==> src/logic/gpio_pkg.sv <==
package gpio_pkg;

  // ---------------------------------------------------------------
  // Register word offsets
  // ---------------------------------------------------------------
  localparam logic [5:0] OFF_A_DATA = 6'h00;
  localparam logic [5:0] OFF_A_DIR = 6'h01;
  localparam logic [5:0] OFF_A_PULL = 6'h02;
  localparam logic [5:0] OFF_A_WAKE = 6'h03;
  localparam logic [5:0] OFF_B_DATA = 6'h04;
  localparam logic [5:0] OFF_B_DIR = 6'h05;
  localparam logic [5:0] OFF_B_PULL = 6'h06;
  localparam logic [5:0] OFF_C_DATA = 6'h07;
  localparam logic [5:0] OFF_C_DIR = 6'h08;
  localparam logic [5:0] OFF_C_PULL = 6'h09;
  localparam logic [5:0] OFF_D_DATA = 6'h0A;
  localparam logic [5:0] OFF_D_DIR = 6'h0B;
  localparam logic [5:0] OFF_D_PULL = 6'h0C;
  localparam logic [5:0] OFF_CTRL = 6'h0D;
  localparam logic [5:0] OFF_IRQ_STAT = 6'h0E;
  localparam logic [5:0] OFF_IRQ_MASK = 6'h0F;

  // ---------------------------------------------------------------
  // Implemented bit masks
  // ---------------------------------------------------------------
  localparam logic [7:0] MASK_A_PULL = 8'h7F;
  localparam logic [7:0] MASK_B = 8'h3F;
  localparam logic [7:0] MASK_C = 8'hFF;
  localparam logic [7:0] MASK_D = 8'h0F;
  localparam logic [7:0] MASK_IRQ = 8'h01;

  // ---------------------------------------------------------------
  // Reset values
  // ---------------------------------------------------------------
  localparam logic [7:0] RST_A_DIR = 8'hFF;
  localparam logic [7:0] RST_B_DIR = 8'h3F;
  localparam logic [7:0] RST_C_DIR = 8'hFF;
  localparam logic [7:0] RST_D_DIR = 8'h0F;
  localparam logic [7:0] RST_PULL = 8'h00;
  localparam logic [7:0] RST_WAKE = 8'h00;
  localparam logic [7:0] RST_DATA = 8'hFF;

  // ---------------------------------------------------------------
  // Control bits and bus answer
  // ---------------------------------------------------------------
  localparam int CTRL_HALT_BIT = 0;
  localparam int IRQ_WAKE_BIT = 0;
  localparam logic [31:0] UNMAPPED_READ = 32'h0000_0000;

  typedef enum logic [1:0] {
    AVL_IDLE,
    AVL_ANSWER
  } avl_state_e;

  typedef struct packed {
    logic [7:0] out;
    logic [7:0] oe;
    logic [7:0] pull;
  } pin_drive_s;

endpackage

==> src/logic/gpio_pin_sync.sv <==
`timescale 1ns/100ps
`default_nettype none

module gpio_pin_sync (
  input wire logic clock_i,
  input wire logic rst_i,
  input wire logic [7:0] pin_i,
  output logic [7:0] level_o
);

  logic [7:0] meta_q;

  // ---------------------------------------------------------------
  // Two-stage synchroniser, reset to pulled-high idle level
  // ---------------------------------------------------------------
  always_ff @(posedge clock_i) begin
    if (rst_i) begin
      meta_q <= 8'hFF;
      level_o <= 8'hFF;
    end else begin
      meta_q <= pin_i;
      level_o <= meta_q;
    end
  end

endmodule

`default_nettype wire

==> src/logic/gpio_wake_detect.sv <==
`timescale 1ns/100ps
`default_nettype none

module gpio_wake_detect (
  input wire logic clock_i,
  input wire logic rst_i,
  input wire logic [7:0] level_i,
  input wire logic [7:0] enable_i,
  output logic wake_o
);

  logic [7:0] prev_q;

  // ---------------------------------------------------------------
  // Falling edge per enabled pin against last sampled level
  // ---------------------------------------------------------------
  always_ff @(posedge clock_i) begin
    if (rst_i) begin
      prev_q <= 8'hFF;
    end else begin
      prev_q <= level_i; // RL16
    end
  end

  assign wake_o = |(prev_q & ~level_i & enable_i); // RL6 RL7

endmodule

`default_nettype wire

==> src/logic/io_ports_pullup_wake.sv <==
`timescale 1ns/100ps
`default_nettype none

// Summary of operation
// RL1: Port reads return pin level at read time; no input latch.
// RL2: Output latch holds written data until software rewrites it.
// RL3: Input pins may enable a weak pull-high per pin.
// RL4: Port A top pin has no pull-high; bit 7 unimplemented.
// RL5: Halt enters idle/sleep, stopping the system clock.
// RL6: In sleep, enabled port A falling edge wakes device.
// RL7: Each port A wake-enable bit enables its own pin.
// RL8: Direction 1 makes an input, 0 a push-pull output.
// RL9: Reading an output pin returns the actual pin level.
// RL10: Pull-high bit 1 connects, 0 disconnects; resets to zero.
// RL11: Port A wake-enable resets to all zeros.
// RL12: Port A and C direction reset to all ones.
// RL13: Port B has six direction bits, resetting to ones.
// RL14: Port D has four direction bits and four pull-high bits.
// RL15: Unimplemented configuration bits read zero, ignore writes.
// RL16: Wake detect compares enabled pins to previous sample.
module io_ports_pullup_wake (
  input wire logic clock_i,
  input wire logic rst_i,
  input wire logic [5:0] address,
  input wire logic read,
  input wire logic write,
  input wire logic [31:0] writedata,
  input wire logic [3:0] byteenable,
  output logic [31:0] readdata,
  output logic waitrequest,
  output logic irq_o,
  output logic sleep_o,
  output logic wake_o,
  input wire logic [7:0] port_a_pins_i,
  output gpio_pkg::pin_drive_s port_a_o,
  input wire logic [7:0] port_b_pins_i,
  output gpio_pkg::pin_drive_s port_b_o,
  input wire logic [7:0] port_c_pins_i,
  output gpio_pkg::pin_drive_s port_c_o,
  input wire logic [7:0] port_d_pins_i,
  output gpio_pkg::pin_drive_s port_d_o
);

  gpio_pkg::avl_state_e state_q;
  logic [7:0] a_data_q, b_data_q, c_data_q, d_data_q;
  logic [7:0] a_dir_q, b_dir_q, c_dir_q, d_dir_q;
  logic [7:0] a_pull_q, b_pull_q, c_pull_q, d_pull_q;
  logic [7:0] wake_en_q;
  logic [7:0] irq_stat_q, irq_mask_q;
  logic sleep_q;
  logic [7:0] a_lvl, b_lvl, c_lvl, d_lvl;
  logic wake_edge;
  logic take, wr_go, rd_go;
  logic [7:0] wbyte, rd_byte;

  // ---------------------------------------------------------------
  // Pin synchronisers
  // ---------------------------------------------------------------
  gpio_pin_sync sync_a (
    .clock_i(clock_i),
    .rst_i(rst_i),
    .pin_i(port_a_pins_i),
    .level_o(a_lvl)
  );
  gpio_pin_sync sync_b (
    .clock_i(clock_i),
    .rst_i(rst_i),
    .pin_i(port_b_pins_i),
    .level_o(b_lvl)
  );
  gpio_pin_sync sync_c (
    .clock_i(clock_i),
    .rst_i(rst_i),
    .pin_i(port_c_pins_i),
    .level_o(c_lvl)
  );
  gpio_pin_sync sync_d (
    .clock_i(clock_i),
    .rst_i(rst_i),
    .pin_i(port_d_pins_i),
    .level_o(d_lvl)
  );

  // ---------------------------------------------------------------
  // Wake detection on port A
  // ---------------------------------------------------------------
  gpio_wake_detect wake_det (
    .clock_i(clock_i),
    .rst_i(rst_i),
    .level_i(a_lvl),
    .enable_i(wake_en_q),
    .wake_o(wake_edge)
  );

  function automatic logic [7:0] wr_field(input logic [7:0] old,
                                          input logic [7:0] val,
                                          input logic [7:0] mask);
    wr_field = (old & ~mask) | (val & mask);
  endfunction

  // ---------------------------------------------------------------
  // Avalon slave: one wait cycle, answer in second cycle
  // ---------------------------------------------------------------
  assign take = (state_q == gpio_pkg::AVL_ANSWER);
  assign waitrequest = (read | write) & ~take;
  assign wr_go = write & take & byteenable[0];
  assign rd_go = read & take;
  assign wbyte = writedata[7:0];

  always_ff @(posedge clock_i) begin
    if (rst_i) begin
      state_q <= gpio_pkg::AVL_IDLE;
    end else begin
      case (state_q)
        gpio_pkg::AVL_IDLE: begin
          if (read | write) begin
            state_q <= gpio_pkg::AVL_ANSWER;
          end
        end
        default: begin
          state_q <= gpio_pkg::AVL_IDLE;
        end
      endcase
    end
  end

  // ---------------------------------------------------------------
  // Output latches
  // ---------------------------------------------------------------
  always_ff @(posedge clock_i) begin
    if (rst_i) begin
      a_data_q <= gpio_pkg::RST_DATA;
      b_data_q <= gpio_pkg::RST_DATA & gpio_pkg::MASK_B;
      c_data_q <= gpio_pkg::RST_DATA;
      d_data_q <= gpio_pkg::RST_DATA & gpio_pkg::MASK_D;
    end else if (wr_go) begin
      if (address == gpio_pkg::OFF_A_DATA) begin
        a_data_q <= wbyte; // RL2
      end else if (address == gpio_pkg::OFF_B_DATA) begin
        b_data_q <= wbyte & gpio_pkg::MASK_B; // RL2
      end else if (address == gpio_pkg::OFF_C_DATA) begin
        c_data_q <= wbyte & gpio_pkg::MASK_C; // RL2
      end else if (address == gpio_pkg::OFF_D_DATA) begin
        d_data_q <= wbyte & gpio_pkg::MASK_D; // RL2
      end
    end
  end

  // ---------------------------------------------------------------
  // Direction registers
  // ---------------------------------------------------------------
  always_ff @(posedge clock_i) begin
    if (rst_i) begin
      a_dir_q <= gpio_pkg::RST_A_DIR; // RL12
      b_dir_q <= gpio_pkg::RST_B_DIR; // RL13
      c_dir_q <= gpio_pkg::RST_C_DIR; // RL12
      d_dir_q <= gpio_pkg::RST_D_DIR; // RL14
    end else if (wr_go) begin
      if (address == gpio_pkg::OFF_A_DIR) begin
        a_dir_q <= wbyte;
      end else if (address == gpio_pkg::OFF_B_DIR) begin
        b_dir_q <= wbyte & gpio_pkg::MASK_B; // RL13 RL15
      end else if (address == gpio_pkg::OFF_C_DIR) begin
        c_dir_q <= wbyte & gpio_pkg::MASK_C;
      end else if (address == gpio_pkg::OFF_D_DIR) begin
        d_dir_q <= wbyte & gpio_pkg::MASK_D; // RL14 RL15
      end
    end
  end

  // ---------------------------------------------------------------
  // Pull-high and wake-enable registers
  // ---------------------------------------------------------------
  always_ff @(posedge clock_i) begin
    if (rst_i) begin
      a_pull_q <= gpio_pkg::RST_PULL; // RL10
      b_pull_q <= gpio_pkg::RST_PULL; // RL10
      c_pull_q <= gpio_pkg::RST_PULL; // RL10
      d_pull_q <= gpio_pkg::RST_PULL; // RL10
      wake_en_q <= gpio_pkg::RST_WAKE; // RL11
    end else if (wr_go) begin
      if (address == gpio_pkg::OFF_A_PULL) begin
        a_pull_q <= wbyte & gpio_pkg::MASK_A_PULL; // RL4 RL15
      end else if (address == gpio_pkg::OFF_B_PULL) begin
        b_pull_q <= wbyte & gpio_pkg::MASK_B; // RL15
      end else if (address == gpio_pkg::OFF_C_PULL) begin
        c_pull_q <= wbyte & gpio_pkg::MASK_C;
      end else if (address == gpio_pkg::OFF_D_PULL) begin
        d_pull_q <= wbyte & gpio_pkg::MASK_D; // RL14 RL15
      end else if (address == gpio_pkg::OFF_A_WAKE) begin
        wake_en_q <= wbyte; // RL7
      end
    end
  end

  // ---------------------------------------------------------------
  // Halt, sleep and wake
  // ---------------------------------------------------------------
  always_ff @(posedge clock_i) begin
    if (rst_i) begin
      sleep_q <= 1'b0;
    end else if (sleep_q && wake_edge) begin
      sleep_q <= 1'b0; // RL6
    end else if (wr_go && address == gpio_pkg::OFF_CTRL &&
                 wbyte[gpio_pkg::CTRL_HALT_BIT]) begin
      sleep_q <= 1'b1; // RL5
    end
  end

  assign sleep_o = sleep_q;
  assign wake_o = sleep_q & wake_edge;

  // ---------------------------------------------------------------
  // Interrupt status and mask
  // ---------------------------------------------------------------
  always_ff @(posedge clock_i) begin
    if (rst_i) begin
      irq_stat_q <= 8'h00;
      irq_mask_q <= 8'h00;
    end else begin
      // Clear only the bits just returned; a newer event survives
      if (rd_go && address == gpio_pkg::OFF_IRQ_STAT) begin
        irq_stat_q <= irq_stat_q & ~readdata[7:0];
      end
      if (sleep_q && wake_edge) begin
        irq_stat_q[gpio_pkg::IRQ_WAKE_BIT] <= 1'b1;
      end
      if (wr_go && address == gpio_pkg::OFF_IRQ_MASK) begin
        irq_mask_q <= wbyte & gpio_pkg::MASK_IRQ;
      end
    end
  end

  assign irq_o = |(irq_stat_q & irq_mask_q);

  // ---------------------------------------------------------------
  // Read mux and read data register
  // ---------------------------------------------------------------
  always_comb begin
    rd_byte = 8'h00;
    if (address == gpio_pkg::OFF_A_DATA) begin
      rd_byte = a_lvl; // RL1 RL9
    end else if (address == gpio_pkg::OFF_A_DIR) begin
      rd_byte = a_dir_q;
    end else if (address == gpio_pkg::OFF_A_PULL) begin
      rd_byte = a_pull_q;
    end else if (address == gpio_pkg::OFF_A_WAKE) begin
      rd_byte = wake_en_q;
    end else if (address == gpio_pkg::OFF_B_DATA) begin
      rd_byte = b_lvl & gpio_pkg::MASK_B; // RL1 RL9 RL15
    end else if (address == gpio_pkg::OFF_B_DIR) begin
      rd_byte = b_dir_q;
    end else if (address == gpio_pkg::OFF_B_PULL) begin
      rd_byte = b_pull_q;
    end else if (address == gpio_pkg::OFF_C_DATA) begin
      rd_byte = c_lvl & gpio_pkg::MASK_C; // RL1 RL9
    end else if (address == gpio_pkg::OFF_C_DIR) begin
      rd_byte = c_dir_q;
    end else if (address == gpio_pkg::OFF_C_PULL) begin
      rd_byte = c_pull_q;
    end else if (address == gpio_pkg::OFF_D_DATA) begin
      rd_byte = d_lvl & gpio_pkg::MASK_D; // RL1 RL9 RL15
    end else if (address == gpio_pkg::OFF_D_DIR) begin
      rd_byte = d_dir_q;
    end else if (address == gpio_pkg::OFF_D_PULL) begin
      rd_byte = d_pull_q;
    end else if (address == gpio_pkg::OFF_CTRL) begin
      rd_byte = {7'h00, sleep_q};
    end else if (address == gpio_pkg::OFF_IRQ_STAT) begin
      rd_byte = irq_stat_q;
    end else if (address == gpio_pkg::OFF_IRQ_MASK) begin
      rd_byte = irq_mask_q;
    end
  end

  always_ff @(posedge clock_i) begin
    if (rst_i) begin
      readdata <= gpio_pkg::UNMAPPED_READ;
    end else if (read & ~take) begin
      readdata <= {24'h000000, rd_byte};
    end
  end

  // ---------------------------------------------------------------
  // Pin drive: output enable on direction 0, pull on inputs only
  // ---------------------------------------------------------------
  always_ff @(posedge clock_i) begin
    if (rst_i) begin
      port_a_o <= '0;
      port_b_o <= '0;
      port_c_o <= '0;
      port_d_o <= '0;
    end else begin
      port_a_o <= '{out: a_data_q, oe: ~a_dir_q, // RL8
                    pull: a_pull_q & a_dir_q}; // RL3 RL10
      port_b_o <= '{out: b_data_q, oe: ~b_dir_q & gpio_pkg::MASK_B,
                    pull: b_pull_q & b_dir_q}; // RL3 RL8
      port_c_o <= '{out: c_data_q, oe: ~c_dir_q & gpio_pkg::MASK_C,
                    pull: c_pull_q & c_dir_q}; // RL3 RL8
      port_d_o <= '{out: d_data_q, oe: ~d_dir_q & gpio_pkg::MASK_D,
                    pull: d_pull_q & d_dir_q}; // RL3 RL8
    end
  end

  // ---------------------------------------------------------------
  // Checks
  // ---------------------------------------------------------------
  a_pull_top_a: assert property (@(posedge clock_i) disable iff (rst_i) // RL4
    !a_pull_q[7] && !port_a_o.pull[7])
    else $error("port A bit 7 pull-high set");

  wake_clear_a: assert property (@(posedge clock_i) disable iff (rst_i) // RL6
    (sleep_q && wake_edge) |=> !sleep_q && irq_stat_q[0])
    else $error("wake did not leave sleep");

  halt_sleep_a: assert property (@(posedge clock_i) disable iff (rst_i) // RL5
    (wr_go && address == gpio_pkg::OFF_CTRL && wbyte[0] && !sleep_q)
    |=> sleep_q)
    else $error("halt did not enter sleep");

  dir_oe_a: assert property (@(posedge clock_i) disable iff (rst_i) // RL8
    ##1 (port_a_o.oe == ~$past(a_dir_q)))
    else $error("port A enable mismatch");

  b_dir_top_a: assert property (@(posedge clock_i) disable iff (rst_i) // RL13
    b_dir_q[7:6] == 2'b00)
    else $error("port B upper direction bits set");

  d_dir_top_a: assert property (@(posedge clock_i) disable iff (rst_i) // RL14
    d_dir_q[7:4] == 4'h0 && d_pull_q[7:4] == 4'h0)
    else $error("port D upper bits set");

  latch_hold_a: assert property (@(posedge clock_i) disable iff (rst_i) // RL2
    !(wr_go && address == gpio_pkg::OFF_A_DATA) |=> $stable(a_data_q))
    else $error("port A latch changed without write");

  pull_input_a: assert property (@(posedge clock_i) disable iff (rst_i) // RL3
    (port_c_o.pull & port_c_o.oe) == 8'h00)
    else $error("pull-high on output pin");

  wake_gate_a: assert property (@(posedge clock_i) disable iff (rst_i) // RL7
    (wake_en_q == 8'h00) |-> !wake_edge)
    else $error("wake with all enables off");

endmodule

`default_nettype wire

==> config.mk <==
export PLATFORM = sky130hd
export DESIGN_NAME = io_ports_pullup_wake
export DESIGN_NICKNAME = d
export VERILOG_FILES = /design/src/logic/gpio_pkg.sv /design/src/logic/gpio_pin_sync.sv /design/src/logic/gpio_wake_detect.sv /design/src/logic/io_ports_pullup_wake.sv
export SDC_FILE = /design/constraint.sdc
export NUM_CORES = 1
export LEC_CHECK = 0
export BUFFER_PORTS_ARGS = -buffer_cell sky130_fd_sc_hd__buf_2
export CAP_MARGIN = 20
export CELL_PAD_IN_SITES_DETAIL_PLACEMENT = 0
export CELL_PAD_IN_SITES_GLOBAL_PLACEMENT = 1
export CORE_MARGIN = 5
export CORE_UTILIZATION = 44
export CTS_CLUSTER_SIZE = 8
export DETAILED_ROUTE_END_ITERATION = 10
export GPL_TIMING_DRIVEN = 0
export PLACE_DENSITY = 0.88
export SLEW_MARGIN = 30
export SYNTH_ARGS = -nofsm -noshare
export SYNTH_HDL_FRONTEND = slang
export SYNTH_HIERARCHICAL = 1
export SYNTH_SLANG_ARGS = --single-unit
==> constraint.sdc <==
create_clock -name clock_i -period 3.6 [get_ports clock_i]
set_clock_uncertainty 0.1 [all_clocks]
set_input_delay 0.18 -clock clock_i [delete_from_list [all_inputs] [get_ports clock_i]]
set_output_delay 0.18 -clock clock_i [all_outputs]
set_load 0.01 [all_outputs]
# [Yosys cells after proc, flatten, opt, wreduce, memory -nomap -nowiden]
# Index checks and enable logic that the tools add are counted.
[op_classes] eq_ne=15 mux=18 bitwise_logic=33 reduce_logical=25
[op_table] operator="8-bit 2-to-1 mux" count=15
[op_table] operator="6-bit by 4-bit equality test with 1-bit output, second input constant" count=8
[op_table] operator="8-bit AND" count=4
[op_table] operator="8-bit inverter" count=4
[op_table] operator="6-bit by 3-bit equality test with 1-bit output, second input constant" count=4
[op_table] operator="8-bit OR reduction" count=2
[op_table] operator="5-bit AND reduction" count=3
[op_table] operator="6-bit by 2-bit equality test with 1-bit output, second input constant" count=2
[op_table] operator="1-bit inverter" count=12
[op_table] operator="4-bit AND reduction" count=3
[op_table] operator="3-bit AND reduction" count=3
[op_table] operator="7-bit by 8-bit AND with 8-bit output" count=1
[op_table] operator="8-bit by 1-bit AND with 8-bit output" count=1
[op_table] operator="1-bit AND" count=6
[op_table] operator="6-bit AND" count=1
[op_table] operator="6-bit by 1-bit equality test with 1-bit output, second input constant" count=1
[op_table] operator="6-bit logical NOT" count=1
[op_table] operator="6-bit inverter" count=1
[op_table] operator="2-bit AND reduction" count=3
[op_table] operator="6-bit AND reduction" count=1
[op_table] operator="1-bit logical AND" count=5
[op_table] operator="4-bit AND" count=1
[op_table] operator="4-bit inverter" count=1
[op_table] operator="2-bit OR reduction" count=2
[op_table] operator="4 further kinds" count=6
[word_totals] register_bits=254 input_bits=78 elab_cells=133

# [Logic depth before layout (Yosys ltp)]
[logic_depth] ltp_word=17 mapped_depth=8 ltp_nobuf=7

# [Cells and area by module]
# Netlist, hierarchy kept.
[by_module_without_submodules] module="io_ports_pullup_wake" instances=1 cells_per_inst=802 area_per_inst_um2=7234.4
[by_module_without_submodules] module="gpio_pin_sync" instances=4 cells_per_inst=33 area_per_inst_um2=431.7
[by_module_without_submodules] module="gpio_wake_detect" instances=1 cells_per_inst=31 area_per_inst_um2=276.5

# [Worst setup path before layout]
# No wires, ideal clock.
[synth_timing] kind="in2reg" startpoint="input address[4]" endpoint="register wake_en_q[4]" arrival_ns=1.670 slack_ns=1.702 cell_stages=6 n_path_buf=2 path_cell_list="buf_4 > or4_4 > buf_6 > nor3_4 > mux2i_1 > nor2_2"
[synth_between] elab_chain_cells=3 elab_cells_between_ends=10 classes_between="eq/ne (5); bitwise (4); reduce/logical (1)"
[synth_rtl] element="from (decl)" line_no="io_ports_pullup_wake.sv:24" source="input wire logic [5:0] address,"
[synth_rtl] element="6-bit by 4-bit equality test with 1-bit output (tied with other cells)" line_no="io_ports_pullup_wake.sv:188" source="end else if (address == gpio_pkg::OFF_D_PULL) begin"
[synth_rtl] element="1-bit inverter (no source line)"
[synth_rtl] element="6-bit AND reduction (no source line) (*)"
[synth_rtl] element="to (signal assigned)" line_no="io_ports_pullup_wake.sv:180" source="wake_en_q <= gpio_pkg::RST_WAKE;"
[synth_rtl] element="to (signal assigned)" line_no="io_ports_pullup_wake.sv:191" source="wake_en_q <= wbyte;"
[synth_rtl] element="to (decl)" line_no="io_ports_pullup_wake.sv:48" source="logic [7:0] wake_en_q;"
# Every way passes the cells marked *; elsewhere a longest branch is shown, timed or not.
# A chain may end at the register's enable or synchronous reset.

# [Final worst setup path]
[layout_timing] startpoint="input address[5]" endpoint="register readdata[6]"
[layout_between] elab_chain_cells=16 elab_cells_between_ends=30 classes_between="eq/ne (14); mux (15); reduce/logical (1)"
[layout_rtl] element="6-bit by 4-bit equality test with 1-bit output" line_no="io_ports_pullup_wake.sv:269" source="end else if (address == gpio_pkg::OFF_IRQ_STAT) begin"
[layout_rtl] element="8-bit 2-to-1 mux" line_no="io_ports_pullup_wake.sv:269"
[layout_rtl] element="8-bit 2-to-1 mux" line_no="io_ports_pullup_wake.sv:267" source="end else if (address == gpio_pkg::OFF_CTRL) begin"
[layout_rtl] element="8-bit 2-to-1 mux" line_no="io_ports_pullup_wake.sv:265" source="end else if (address == gpio_pkg::OFF_D_PULL) begin"
[layout_rtl] element="8-bit 2-to-1 mux" line_no="io_ports_pullup_wake.sv:263" source="end else if (address == gpio_pkg::OFF_D_DIR) begin"
[layout_rtl] element="8-bit 2-to-1 mux" line_no="io_ports_pullup_wake.sv:261" source="end else if (address == gpio_pkg::OFF_D_DATA) begin"
[layout_rtl] element="8-bit 2-to-1 mux" line_no="io_ports_pullup_wake.sv:259" source="end else if (address == gpio_pkg::OFF_C_PULL) begin"
[layout_rtl] element="8-bit 2-to-1 mux" line_no="io_ports_pullup_wake.sv:257" source="end else if (address == gpio_pkg::OFF_C_DIR) begin"
[layout_rtl] element="8-bit 2-to-1 mux" line_no="io_ports_pullup_wake.sv:255" source="end else if (address == gpio_pkg::OFF_C_DATA) begin"
[layout_rtl] element="8-bit 2-to-1 mux" line_no="io_ports_pullup_wake.sv:253" source="end else if (address == gpio_pkg::OFF_B_PULL) begin"
[layout_rtl] element="8-bit 2-to-1 mux" line_no="io_ports_pullup_wake.sv:251" source="end else if (address == gpio_pkg::OFF_B_DIR) begin"
[layout_rtl] element="8-bit 2-to-1 mux" line_no="io_ports_pullup_wake.sv:249" source="end else if (address == gpio_pkg::OFF_B_DATA) begin"
[layout_rtl] element="8-bit 2-to-1 mux" line_no="io_ports_pullup_wake.sv:247" source="end else if (address == gpio_pkg::OFF_A_WAKE) begin"
[layout_rtl] element="8-bit 2-to-1 mux" line_no="io_ports_pullup_wake.sv:245" source="end else if (address == gpio_pkg::OFF_A_PULL) begin"
[layout_rtl] element="8-bit 2-to-1 mux" line_no="io_ports_pullup_wake.sv:243" source="end else if (address == gpio_pkg::OFF_A_DIR) begin"
[layout_rtl] element="8-bit 2-to-1 mux (*)" line_no="io_ports_pullup_wake.sv:241" source="if (address == gpio_pkg::OFF_A_DATA) begin"
[layout_rtl] element="to (signal assigned)" line_no="io_ports_pullup_wake.sv:278" source="readdata <= gpio_pkg::UNMAPPED_READ;"
[layout_rtl] element="to (signal assigned)" line_no="io_ports_pullup_wake.sv:280" source="readdata <= {24'h000000, rd_byte};"
[layout_rtl] element="to (decl)" line_no="io_ports_pullup_wake.sv:29" source="output logic [31:0] readdata,"
# Marked as above.

==> impl_metrics.ini <==
[cts]
clkTransAtPathRegs_ns = 0.05
hold_buffers = 36
clk_latency_ns = 0.51
cts-htree-levels = 2
cts_buffers = 36
post_cts_buffers = 0
clock_path_buffers = 3
cts_resized = 0
cts_tree = yes
cts_sinks = 241
cts-root-buf = clkbuf_16

[sta]
rsz0062_at_grt = no
period_minus_slack_ns = 2.50
finalSetupViolations = 0
drv_slew = 0
holdWs_ns = 0.125
setup_tns_ns = 0
relSlewSlack_pct = 37.3
tightest_slew_ns = 0.940
fmax_ghz = 0.401
final.period_utilization_pct = 69.4
worst_slack_ns = 1.10
hold_viol_final = 0

[floorplanning]
die_h_microns = 152
start_util_pct = 44.4
fp-row-count = 52
die_w_microns = 152
dieArea_sq_um = 23200
io_pins = 210
core-area_sq_um = 20100

[grt]
grt_use_total_pct = 22.7
grt_overflow_total = 0
grt_pass1_vias = 7242
grt_max_degree = 33
grt_pass1_wl_microns = 41800
antenna_found_initial = 0

[placement]
place_congestion = 0.989
portBuffers = 128
placed_cell_area_sq_um = 10100
hpwl_microns = 20100
dpl.cell_count = 1381
dp_slack_ns = 1.21

[cells_and_area]
areaGrowthSynthToFinish_pct = 27.7
drive_gt1_share_pct = 21.3
mostFrequentLayoutCell = dfxtp_1
layout.nets = 1263
layout.cells.most_common_list = 241 x dfxtp_1, 134 x buf_2, 124 x nand2_1
finalNonFillerCells = 1458
final_util_pct = 56.7
fin_area_sq_um = 11400
diodes = 0
fill_cells = 1730

[min_path]
min_to = irq_stat_q[0]$_SDFFE_PP0P_
hold_path.class = in2reg
hold_path_depth = 6
hp-start = read

[pwr]
p_per_area_nw_per_um2 = 529
switching_share_pct = 22.7
comb_power_share_pct = 6.7
vdd_drop_max_v = 0.000292
power_mw = 6.03
p_switching_mw = 1.37
p_int_mw = 4.66
clkPwrFrac_pct = 47.7
seqPwrFrac_pct = 45.6
p_leak_nw = 4.99

[setup_path]
cp.arrival_ns = 2.78
reg2reg_slack_ns = 1.35
endpoint_kind = flop
worstSetupPathType = in2reg
path_max_fanout = 10
reg2reg_from = state_q[0]$_SDFFE_PP0N_
r2r_cells = 4
cp-start-kind = input pin
required_ns = 3.89
r2r_end = b_data_q[5]$_SDFFE_PP1P_

[route]
drt-initial-drc-count = 508
viasPerCell = 5.07
vias = 7390
first_pass_iters = 5
drc = 0
wirelength_microns = 27400
wl_per_cell_microns = 18.8
ant_nets = 0

[yosys]
syn_area_per_cell_sq_um = 9.48
syn_inst = 941
ys_warn_count = 6
netlist_area_sq_um = 8920

[run_status]
status = completed

[run]
max-cap-violations = 0
worst max-delay path by stage:
stage                                 to  cells after the start  slack, ns        from
2_1_floorplan  wake_en_q[4]$_SDFFE_PP0P_                      6       1.70  address[4]
3_3_place_gp    c_data_q[3]$_SDFFE_PP1P_                      7       0.91  address[2]
3_5_place_dp    c_data_q[2]$_SDFFE_PP1P_                      7       1.21  address[1]
4_1_cts         readdata[6]$_SDFFE_PP0P_                      8       1.18  address[5]
5_1_grt         readdata[6]$_SDFFE_PP0P_                      8       1.02  address[5]
6_report        readdata[6]$_SDFFE_PP0P_                      8       1.10  address[5]
critical path, cell delays in order:
cell,delay (ns)
dlygate4sd3_1,0.54
buf_6,0.15
nor4_1,0.47
clkbuf_1,0.53
nand2_1,0.10
nand3_1,0.16
o41ai_1,0.08
dlygate4sd3_1,0.56
sequential cells by signal, indices dropped and copies added, names as in the netlist, 7 cells and up:
name and count:
c_data_q 8, c_dir_q 8, port_d_o 12, readdata 8
sync_c/level_o 8, a_dir_q 8, a_pull_q 7, wake_det/prev_q 8
sync_a/meta_q 8, a_data_q 8, wake_en_q 8, sync_a/level_o 8
port_c_o 24, port_a_o 23, c_pull_q 8, irq_stat_q 8
sync_c/meta_q 8, port_b_o 18
routing by layer:
metal  up-vias  GRT usage (%)  part of all wire (%)
met5         -              0                     0
met4         0           6.59                   2.0
met3        37           5.34                   7.9
met2       324           36.9                    46
met1      3466           30.4                    44
li1       3563              -                     -
final cells by class:
class                   instances  area, sq um  share of cell area (%)
clock buffers                  37          905                    7.94
inverters                       9         33.8                   0.297
plain buffers                  98          589                    5.17
flip-flops and latches        241         4820                    42.4
repair buffers                164         1000                    8.79
multi-input cells             635         3650                    32.0
well taps                     270          338                    2.97
clock inverters                 4         53.8                   0.472
power by group through the flow:
| stage | Sequential [mW] | Combinational, mW | Clock, mW |
|---|---|---|---|
| 5_1_grt | 2.75 | 0.434 | 3.04 |
| 4_1_cts | 2.75 | 0.396 | 2.92 |
| 2_1_floorplan | 2.80 | 0.219 | 0 |
| 3_3_place_gp | 2.80 | 0.365 | 0 |
| 6_report | 2.75 | 0.403 | 2.88 |
| 3_5_place_dp | 2.80 | 0.366 | 0 |
Power figures use the tool's default switching activity.
